### config.mk
export PLATFORM = sky130hd
export DESIGN_NAME = swdt_top
export DESIGN_NICKNAME = d
export VERILOG_FILES = /design/src/core/swdt_pkg.sv /design/src/core/swdt_irq_if.sv /design/src/core/swdt_top.sv /design/src/core/swdt_prescaler.sv /design/src/core/swdt_irq.sv
export SDC_FILE = /design/constraint.sdc
export NUM_CORES = 1
export LEC_CHECK = 0
export ABC_AREA = 1
export BUFFER_PORTS_ARGS = -buffer_cell sky130_fd_sc_hd__buf_2
export CORE_UTILIZATION = 55
export CTS_CLUSTER_DIAMETER = 100
export DETAILED_ROUTE_END_ITERATION = 16
export PLACE_DENSITY = 0.77
export SETUP_SLACK_MARGIN = 0.3
export SLEW_MARGIN = 5
export SYNTH_ARGS = -nofsm -noshare
export SYNTH_HDL_FRONTEND = slang
export SYNTH_SLANG_ARGS = --single-unit
### constraint.sdc
create_clock -name clk -period 2.46 [get_ports clk]
set_clock_uncertainty 0.15 [all_clocks]
set_input_delay 0.738 -clock clk [delete_from_list [all_inputs] [get_ports clk]]
set_output_delay 0.738 -clock clk [all_outputs]
set_load 0.05 [all_outputs]
### src/core/swdt_pkg.sv
package swdt_pkg;

    // Register port widths
    localparam int unsigned REG_AW = 8;
    localparam int unsigned REG_DW = 8;

    // Register offsets
    localparam logic [7:0] OFS_TIMER_CONTROL = 8'hD3;
    localparam logic [7:0] OFS_TICK_COUNTER  = 8'hFD;
    localparam logic [7:0] OFS_IRQ_STATUS    = 8'hF9;
    localparam logic [7:0] OFS_IRQ_MASK      = 8'hFA;

    // Reset values
    localparam logic [7:0] RST_TIMER_CONTROL = 8'h00;
    localparam logic [7:0] RST_TICK_COUNTER  = 8'h00;
    localparam logic [1:0] RST_IRQ           = 2'h0;

    // Control field positions
    localparam int unsigned CTL_SIG_LSB = 4;
    localparam int unsigned CTL_SEL_LSB = 2;
    localparam int unsigned CTL_CNT_CLR = 1;
    localparam int unsigned CTL_DIV_CLR = 0;
    localparam logic [7:0]  CTL_KEEP    = 8'hFC;  // Clear bits never stored
    localparam logic [3:0]  SIG_WDT_OFF = 4'hA;   // Only pattern that disarms

    // Divider and counter
    localparam int unsigned DIV_W    = 12;
    localparam logic [11:0] TOP_4096 = 12'hFFF;
    localparam logic [11:0] TOP_1024 = 12'h3FF;
    localparam logic [11:0] TOP_128  = 12'h07F;
    localparam int unsigned CNT_W    = 8;
    localparam int unsigned STAB_BIT = 7;
    localparam logic [7:0]  CNT_MAX  = 8'hFF;

    // Interrupt status bits
    localparam int unsigned IRQ_W    = 2;
    localparam int unsigned IRQ_OVF  = 0;
    localparam int unsigned IRQ_STAB = 1;

    // Divider selection
    typedef enum logic [1:0] {
        SEL_4096  = 2'b00,
        SEL_1024  = 2'b01,
        SEL_128   = 2'b10,
        SEL_128_B = 2'b11
    } swdt_sel_t;

    // Block operating states
    typedef enum logic [1:0] {
        ST_RUN  = 2'b00,
        ST_STOP = 2'b01,
        ST_STAB = 2'b10
    } swdt_state_t;

    // Watchdog armed unless the signature sits in the top nibble
    function automatic logic swdt_wdt_on(input logic [7:0] ctl);
        return ctl[CTL_SIG_LSB +: 4] != SIG_WDT_OFF;
    endfunction : swdt_wdt_on

endpackage : swdt_pkg

### src/core/swdt_irq_if.sv
`timescale 1ns/1ps
interface swdt_irq_if;
    import swdt_pkg::*;
    logic [IRQ_W-1:0] evt;        // One-cycle event pulses
    logic [IRQ_W-1:0] wdata;      // Bus write data, low bits
    logic             status_wr;  // Write-one-to-clear strobe
    logic             mask_wr;    // Mask write strobe
    logic [IRQ_W-1:0] status;     // Sticky status
    logic [IRQ_W-1:0] mask;       // Mask bits
    logic             irq;        // Level interrupt

    modport ctrl (output evt, wdata, status_wr, mask_wr, input status, mask, irq);
    modport unit (input evt, wdata, status_wr, mask_wr, output status, mask, irq);
endinterface : swdt_irq_if

### src/core/swdt_top.sv
// Notes on behaviour
// - Counter clocked by oscillator divided 4096/1024/128
// - Eight-bit tick counter, readable, never writable
// - Reset clears control: watchdog on, divide 4096
// - Only 1010 in top nibble disarms watchdog
// - Writing one to bit 1 clears counter, in run state only
// - Writing one to bit 0 clears divider
// - Armed watchdog resets system on every overflow
// - Overflow is carry out of counter bit 7
// - Wake from stop restarts oscillator and counting
// - After reset divide 4096; after wake keep selection
// - Counter bit 7 ends stabilization, CPU clock resumes
`timescale 1ns/1ps
module swdt_top
    import swdt_pkg::*;
(
    input  wire logic              clk,
    input  wire logic              resetn,
    input  wire logic [REG_AW-1:0] reg_addr,
    input  wire logic [REG_DW-1:0] reg_wdata,
    input  wire logic              reg_wr,
    input  wire logic              reg_rd,
    output logic      [REG_DW-1:0] reg_rdata,
    input  wire logic              stop_req,
    input  wire logic              ext_wake,
    output logic                   osc_enable,
    output logic                   cpu_clk_enable,
    output logic                   stab_done,
    output logic                   sys_reset_req,
    output logic                   wdt_enabled,
    output logic                   irq
);
    import swdt_pkg::*;

    // Operating states of the core:
    //   run  - oscillator on, CPU clocked, counter watched
    //   stop - oscillator off, counter and divider frozen
    //   stab - oscillator on, CPU clock held until bit 7
    // Reset and a watchdog fire both land in stab at divide
    // 4096, so a runaway program gets no clock before the
    // oscillator has settled again.
    // Software sees control and the read-only counter, plus
    // a status and a mask register for the two events.

    // Address match, shared by every strobe decoder
    function automatic logic reg_hit(
        input logic [REG_AW-1:0] addr,
        input logic [REG_AW-1:0] ofs
    );
        return addr == ofs;
    endfunction : reg_hit

    // Whole state of the core
    // Packed, so one register statement covers all of it
    typedef struct packed {
        swdt_state_t      state;      // Run, stop or stabilizing
        logic [7:0]       ctl;        // Timer control, clear bits dropped
        logic [CNT_W-1:0] cnt;        // Tick counter
        logic [7:0]       rdata;      // Read data, one cycle after strobe
        logic             wake_s1;    // Wake pin, first stage
        logic             wake_s2;    // Wake pin, second stage
        logic             rst_req;    // Watchdog reset pulse
        logic             stab_pulse; // Stabilization done pulse
    } swdt_core_t;

    swdt_core_t q;          // Registered state
    swdt_core_t n;          // Next state

    // Decoded bus strobes
    logic wr_ctl;           // Write to timer control
    logic wr_status;        // Write to interrupt status
    logic wr_mask;          // Write to interrupt mask

    // Divider interface
    logic      tick;        // One counter step
    logic      div_clr;     // Divider clear
    logic      div_run;     // Divider running
    swdt_sel_t div_sel;     // Ratio select

    // Events of this cycle
    logic cnt_clr;          // Software counter clear
    logic ovf;              // Counter carry out
    logic wdt_fire;         // Overflow while armed
    logic stab_end;         // Stabilization interval elapsed

    // Interrupt unit link
    // Events and bus strobes travel to the unit together
    swdt_irq_if irq_bus ();

    // Address decode for writes; strobes last one cycle,
    // so every write acts exactly once.
    // The tick counter has no write decode: it is read-only.
    always_comb
    begin
        wr_ctl    = reg_wr && reg_hit(reg_addr, OFS_TIMER_CONTROL);
        wr_status = reg_wr && reg_hit(reg_addr, OFS_IRQ_STATUS);
        wr_mask   = reg_wr && reg_hit(reg_addr, OFS_IRQ_MASK);
    end

    // Counter clear request from software
    assign cnt_clr = wr_ctl && reg_wdata[CTL_CNT_CLR];

    // Carry out of bit 7 is the only overflow
    // Disarmed, the counter wraps to zero; the carry is still an event
    assign ovf = (q.state == ST_RUN) && tick && (q.cnt == CNT_MAX) && !cnt_clr;

    // A clear in the overflow cycle counts as serviced in time
    // Kept combinational so the divider clear lands on the same edge
    assign wdt_fire = ovf && swdt_wdt_on(q.ctl);

    // Bit 7 set while stabilizing ends the interval
    // Bit 7 stays set until the counter restarts, so a level test is safe
    assign stab_end = (q.state == ST_STAB) && q.cnt[STAB_BIT];

    // Divider only runs while the oscillator does
    // Freezing rather than clearing keeps its phase across a stop
    assign div_run = (q.state != ST_STOP);

    // Divider clears on software request and on watchdog reset
    // The clear bit is never stored, so it acts once per write
    assign div_clr = (wr_ctl && reg_wdata[CTL_DIV_CLR]) || wdt_fire;

    // Ratio comes from the stored select field
    // Codes 10 and 11 both give divide 128
    assign div_sel = swdt_sel_t'(q.ctl[CTL_SEL_LSB +: 2]);

    // Oscillator divider
    // Tick is a one-cycle strobe of this clock domain
    swdt_prescaler #(
        .WIDTH (DIV_W)
    ) u_prescaler (
        .clk    (clk),
        .resetn (resetn),
        .run    (div_run),
        .clr    (div_clr),
        .sel    (div_sel),
        .tick   (tick)
    );

    // Interrupt unit hookup
    // Overflow is reported even when disarmed, so software
    // can still see that a service was missed
    always_comb
    begin
        irq_bus.evt            = '0;
        irq_bus.evt[IRQ_OVF]   = ovf;
        irq_bus.evt[IRQ_STAB]  = stab_end;
        irq_bus.wdata          = reg_wdata[IRQ_W-1:0];
        irq_bus.status_wr      = wr_status;
        irq_bus.mask_wr        = wr_mask;
    end

    // Sticky status and mask
    // Not cleared by a watchdog fire, so the cause stays visible
    swdt_irq u_irq (
        .clk    (clk),
        .resetn (resetn),
        .bus    (irq_bus)
    );

    // Next-state logic for the whole core
    // Default: hold everything; pulses drop after one cycle
    always_comb
    begin
        n            = q;
        n.rst_req    = 1'b0;
        n.stab_pulse = 1'b0;

        // Wake pin crosses in through two stages
        // Only the second stage is read by the state logic
        n.wake_s1 = ext_wake;
        n.wake_s2 = q.wake_s1;

        // Clear bits act once and are not kept
        // Stored, they would read back as ones forever
        if (wr_ctl)
            n.ctl = reg_wdata & CTL_KEEP;

        // Only run honours a stop request; elsewhere it is dropped
        case (q.state)
            ST_RUN:
            begin
                // Normal counting; software clear beats a step
                if (cnt_clr)
                    n.cnt = RST_TICK_COUNTER;
                else if (tick)
                    n.cnt = q.cnt + CNT_W'(1);
                // Armed overflow restarts this block like a reset
                // A fire outranks a stop in the same cycle, so the
                // reset is never lost behind a halted oscillator
                if (wdt_fire)
                begin
                    n.rst_req = 1'b1;
                    n.ctl     = RST_TIMER_CONTROL;
                    n.cnt     = RST_TICK_COUNTER;
                    n.state   = ST_STAB;
                end
                else if (stop_req)
                begin
                    // Oscillator halts; counter and divider freeze
                    n.state = ST_STOP;
                end
            end

            ST_STOP:
            begin
                // Wake keeps the chosen ratio, counts from zero
                // Divider keeps its phase; only the counter restarts
                // A reset in stop goes through the asynchronous branch
                if (q.wake_s2)
                begin
                    n.state = ST_STAB;
                    n.cnt   = RST_TICK_COUNTER;
                end
            end

            ST_STAB:
            begin
                // CPU clock held off until bit 7 sets
                // The counter clear is not honoured here: the interval
                // runs to its end; ratio, signature and divider clear still act
                if (stab_end)
                begin
                    n.state      = ST_RUN;
                    n.stab_pulse = 1'b1;
                end
                else if (tick)
                    n.cnt = q.cnt + CNT_W'(1);
            end

            default:
            begin
                // Unused code falls back to a safe restart
                // Code 11 is the only one that can land here
                n.state = ST_STAB;
                n.cnt   = RST_TICK_COUNTER;
            end
        endcase

        // Read data valid only in the cycle after the strobe
        // Zero when idle, so read buses can be OR-ed together
        // Unmapped offsets and the clear bits read as zero
        n.rdata = '0;
        if (reg_rd)
        begin
            case (reg_addr)
                OFS_TIMER_CONTROL: n.rdata = q.ctl;
                OFS_TICK_COUNTER:  n.rdata = q.cnt;
                OFS_IRQ_STATUS:    n.rdata = {{(8-IRQ_W){1'b0}}, irq_bus.status};
                OFS_IRQ_MASK:      n.rdata = {{(8-IRQ_W){1'b0}}, irq_bus.mask};
                default:           n.rdata = '0;
            endcase
        end
    end

    // State register; reset starts stabilization at divide 4096
    // Constants only in the reset branch; the divider resets
    // in its own module, so both restart in step
    always_ff @(posedge clk or negedge resetn)
    begin
        if (!resetn)
        begin
            q.state      <= ST_STAB;
            q.ctl        <= RST_TIMER_CONTROL;
            q.cnt        <= RST_TICK_COUNTER;
            q.rdata      <= '0;
            q.wake_s1    <= 1'b0;
            q.wake_s2    <= 1'b0;
            q.rst_req    <= 1'b0;
            q.stab_pulse <= 1'b0;
        end
        else
            q <= n;
    end

    // Outputs; the system reset pulse is one cycle, the
    // reset controller outside must stretch it if needed
    // Read data straight from its register
    assign reg_rdata      = q.rdata;
    // Oscillator runs in every state but stop
    assign osc_enable     = (q.state != ST_STOP);
    // CPU clock only once the oscillator has settled
    assign cpu_clk_enable = (q.state == ST_RUN);
    // One-cycle pulse at the end of stabilization
    assign stab_done      = q.stab_pulse;
    // One-cycle reset request on an armed overflow
    assign sys_reset_req  = q.rst_req;
    // Arm state decoded from the stored signature
    assign wdt_enabled    = swdt_wdt_on(q.ctl);
    // Level interrupt from the sticky unit
    assign irq            = irq_bus.irq;

endmodule : swdt_top

### src/core/swdt_prescaler.sv
`timescale 1ns/1ps
module swdt_prescaler
    import swdt_pkg::*;
#(
    parameter int unsigned WIDTH = DIV_W
)
(
    input  wire logic      clk,
    input  wire logic      resetn,
    input  wire logic      run,     // Oscillator running
    input  wire logic      clr,     // Divider clear
    input  wire swdt_sel_t sel,     // Ratio select
    output logic           tick     // One pulse per divided period
);
    import swdt_pkg::*;

    // Whole state of the divider
    typedef struct packed {
        logic [WIDTH-1:0] cnt;
    } swdt_div_t;

    swdt_div_t        q;
    swdt_div_t        n;
    logic [WIDTH-1:0] top;

    // Ratio decode
    always_comb
    begin
        case (sel)
            SEL_4096: top = WIDTH'(TOP_4096);
            SEL_1024: top = WIDTH'(TOP_1024);
            default:  top = WIDTH'(TOP_128);
        endcase
    end

    // Tick not gated by clr, so a clear it triggers cannot loop back
    assign tick = run && ((q.cnt & top) == top);

    // Next divider value; clear wins over counting
    always_comb
    begin
        n = q;
        if (clr)
            n.cnt = '0;
        else if (run)
            n.cnt = q.cnt + WIDTH'(1);
    end

    // State register
    always_ff @(posedge clk or negedge resetn)
    begin
        if (!resetn)
            q <= '0;
        else
            q <= n;
    end

endmodule : swdt_prescaler

### src/core/swdt_irq.sv
`timescale 1ns/1ps
module swdt_irq
    import swdt_pkg::*;
(
    input  wire logic clk,
    input  wire logic resetn,
    swdt_irq_if.unit  bus      // Events in, status out
);
    import swdt_pkg::*;

    // Whole state of the interrupt unit
    typedef struct packed {
        logic [IRQ_W-1:0] status;
        logic [IRQ_W-1:0] mask;
    } swdt_irq_t;

    swdt_irq_t q;
    swdt_irq_t n;

    // Per-bit sticky status; a new event beats a same-cycle clear
    always_comb
    begin
        n = q;
        for (int i = 0; i < IRQ_W; i++)
        begin
            if (bus.status_wr && bus.wdata[i])
                n.status[i] = 1'b0;
            if (bus.evt[i])
                n.status[i] = 1'b1;
        end
        if (bus.mask_wr)
            n.mask = bus.wdata;
    end

    // State register
    always_ff @(posedge clk or negedge resetn)
    begin
        if (!resetn)
        begin
            q.status <= RST_IRQ;
            q.mask   <= RST_IRQ;
        end
        else
            q <= n;
    end

    assign bus.status = q.status;
    assign bus.mask   = q.mask;
    assign bus.irq    = |(q.status & q.mask);

endmodule : swdt_irq

==> metrics <==
final hold slack=slightly above 0.2 ns; grt ovf=0; Slew HR=~65%; antenna-violating nets left=0; Synth Area per Inst=a little under 8 um2; worst reg2reg path endpoint=u_prescaler.q[6]$_DFFE_PN0P_; minimum clock period=roughly 2.1 ns; via count=2,169; synthesis-stage register bit count=46; WS Path Type=flop to output pin; hpwl dp=4120 um; # rows=24; chip height=about 70 um; vias per cell=about 5.3; r2r setup slk=~0.49 ns; number of global-route vias before repair=2,091; Root Buffer=clkbuf_8; first-pass GRT wire length=9610 um; worst reg-to-reg path cell count=11; required time worst endpoint=1.57 ns; nets=~380; final setup fails=0; Die ar.=4900 um2; Layout area overhead=13.2%; Synth cell types=30; combinational fraction of design power=between 20% and 30%; Post-Syn Nets=about 350; Leakage=1.45 nW; final hold viol count=0; EDFF count, synth=0; crit path launch type=flop; antenna cells=0; crit-path cells=inv_1, nand2_2, inv_2, buf_6; hold path start=n[2]$_DFF_PN0_; Sw Share=about a third; residual DRC count=0; DRT Pass-1 Iters=5; Layout fillers=411; Tcrit/Tclk final=roughly 86%; Synth Flop Type=dfrtp_1; critical path peak fanout=4; Ports=36; IO Port Bufs=35; Clock Tree Buf Depth=2; outcome=finished, final reports clean; Total Power=approximately 1.8 mW; Max Slew Vio Count=0; worst path arrival time=1.24 ns; Ys Warns=0; clock share of power=between 20% and 30%; hold endpoint=q[2]$_DFF_PN0_; Max stage delay cell, worst path=dfstp_2; Starting DRT DRC Count=approximately 150; reg2reg start=q[29]$_DFFE_PN1P_; slowest stage delay, CP=approximately 0.52 ns; Sum Neg Setup Slack=0 ns; worst vdd ir=around 0.31 mV; layout cells sized above 1=between 20% and 30%; CTS tree=built; DP Worst Slack=0.218 ns; CTS buffer count=5; Fmax=471 MHz; post-synthesis sequential area ratio=~45%; RSZ-0062 raised after global routing=false; Sink Count=46; CP bufs+invs=3; Worst-Margin Slew=0.530 ns; Mapped Cells=321; Post-synth ARST share=between 90% and 100%; Max-Cap Viols=0; WL/cell=about 13 um; Reg power frac=between 50% and 60%; Clk pin slew, worst setup/hold paths=approximately 0.08 ns; Power Density=between 600 and 700 nW/um2; cell family with the largest share of critical-path delay=flip-flops; H-tree levels=2; GR Util All Layers=24.9%; Synth Cell Area=between 2000 and 3000 um2; hold_buf cts=0; DIE WIDTH=approximately 70 um; Routability Congestion=0.885; worst hold path depth=0; setup ws final=~0.33 ns; initial antenna violation count=0; Setup crit end kind=output pin; P_int=around 1.2 mW; switching power=about 0.58 mW; final WL=between 5000 and 6000 um; Initial Util=~58%; class of the worst hold path=flop to flop; largest net degree at the start of global routing=26; Layout Cells excl Fill=slightly above 400; core area=4380 um2; worst skew pair latency=approximately 0.30 ns; dpl cells=approximately 400
## worst max path at each step
stage               slack (ns)               from                           end  cells past startpoint
global route              0.29  q[29]$_DFFE_PN1P_                    osc_enable                      3
floorplan                 0.50        reg_addr[2]  u_prescaler.q[6]$_DFFE_PN0P_                     10
finish                    0.33  q[29]$_DFFE_PN1P_                cpu_clk_enable                      4
CTS                       0.30  q[29]$_DFFE_PN1P_                    osc_enable                      3
detailed placement        0.22        reg_addr[6]        reg_rdata[7]$_DFF_PN0_                      9
global placement          0.24        reg_addr[6]        reg_rdata[7]$_DFF_PN0_                      9
## cell families (layout without fill, tap and decap cells)
family | after synthesis | count (layout) | share of synthesized area [%]
buf+inv | 57 | 95 | 9.65
flops | 46 | 46 | 45.3
xor+xnor | 17 | 17 | 5.86
simple gates | 170 | 170 | 31.8
compound gates | 29 | 29 | 6.35
fa+ha+maj | 2 | 2 | 0.984
## sequential cells by signal (all words and copies together) (netlist names)
register and flops:
u_irq.bus.mask 2, reg_rdata 8, q 17, u_irq.bus.status 2, stab_done 1, div_sel 2, u_prescaler.q 12, sys_reset_req 1
n 1
## placed cells by master, fill, tap and decap left out, drive strengths merged
master / count
xor2: 13
ha: 2
nor4: 1
nand4: 11
clkbuf: 7
a21oi: 11
a22o: 1
a211oi: 2
nor3: 12
nand3: 20
o22ai: 6
buf: 39
nand3b: 2
xnor2: 4
dfrtp: 45
clkinv: 1
o21ai: 9
nor2: 37
or2: 1
dfstp: 1
inv: 48
nand2: 86
## power by group through the flow
stage | combinational, mW | clock, mW | sequential, mW
floorplan | 0.260 | 0 | 0.934
global placement | 0.340 | 0 | 0.953
detailed placement | 0.346 | 0 | 0.957
CTS | 0.359 | 0.488 | 0.943
global route | 0.412 | 0.517 | 0.960
finish | 0.361 | 0.479 | 0.946
## cell usage after synthesis, types with 3 or more instances
| library cell | count | area, um2 |
|---|---|---|
| nand2_1 | 80 | 300 |
| dfrtp_1 | 45 | 1130 |
| inv_1 | 44 | 165 |
| nor2_1 | 29 | 109 |
| nand3_1 | 18 | 90.1 |
| xor2_1 | 13 | 114 |
| a21oi_1 | 11 | 55.1 |
| nor3_1 | 11 | 55.1 |
| nand4_1 | 10 | 62.6 |
| buf_4 | 8 | 60.1 |
| o21ai_0 | 7 | 35.0 |
| o22ai_1 | 6 | 37.5 |
| inv_2 | 4 | 15.0 |
| nor2_2 | 4 | 25.0 |
| nor2_4 | 4 | 45.0 |
| xnor2_1 | 4 | 35.0 |
| nand2_2 | 3 | 18.8 |
| nand2_4 | 3 | 33.8 |
## repair_timing
action | CTS | global route
endpoints found under the setup margin | 3 | 6
resized for setup | 8 | 2
pin swaps | 1 | 0
buffers inserted | 1 | 0
## layer usage
layer,up-vias,GRT usage (%),wire [um]
met2,51,38.8,2570
met4,0,7.33,58
met5,-,0,0
li1,1084,-,-
met3,5,5.19,283
met1,1029,35.2,2550
## metrics by stage
step	utilization, %	cell area (um2)
6_report	65.6	2880
5_1_grt	65.6	2880
4_1_cts	65.5	2870
3_5_place_dp	62.8	2750
3_3_place_gp	62.8	2750
2_1_floorplan	-	2540
## layout make-up
type | count | area (um2) | share of cell area, %
Multi-Input combinational cell | 218 | 1150 | 40.1
Sequential cell | 46 | 1150 | 40.1
Timing Repair Buffer | 39 | 233 | 8.09
Inverter | 48 | 180 | 6.26
Clock buffer | 7 | 86.3 | 3.00
Tap cell | 52 | 65.1 | 2.26
Clock inverter | 1 | 5.00 | 0.174
Note: power is estimated with default switching activity, not from simulation.
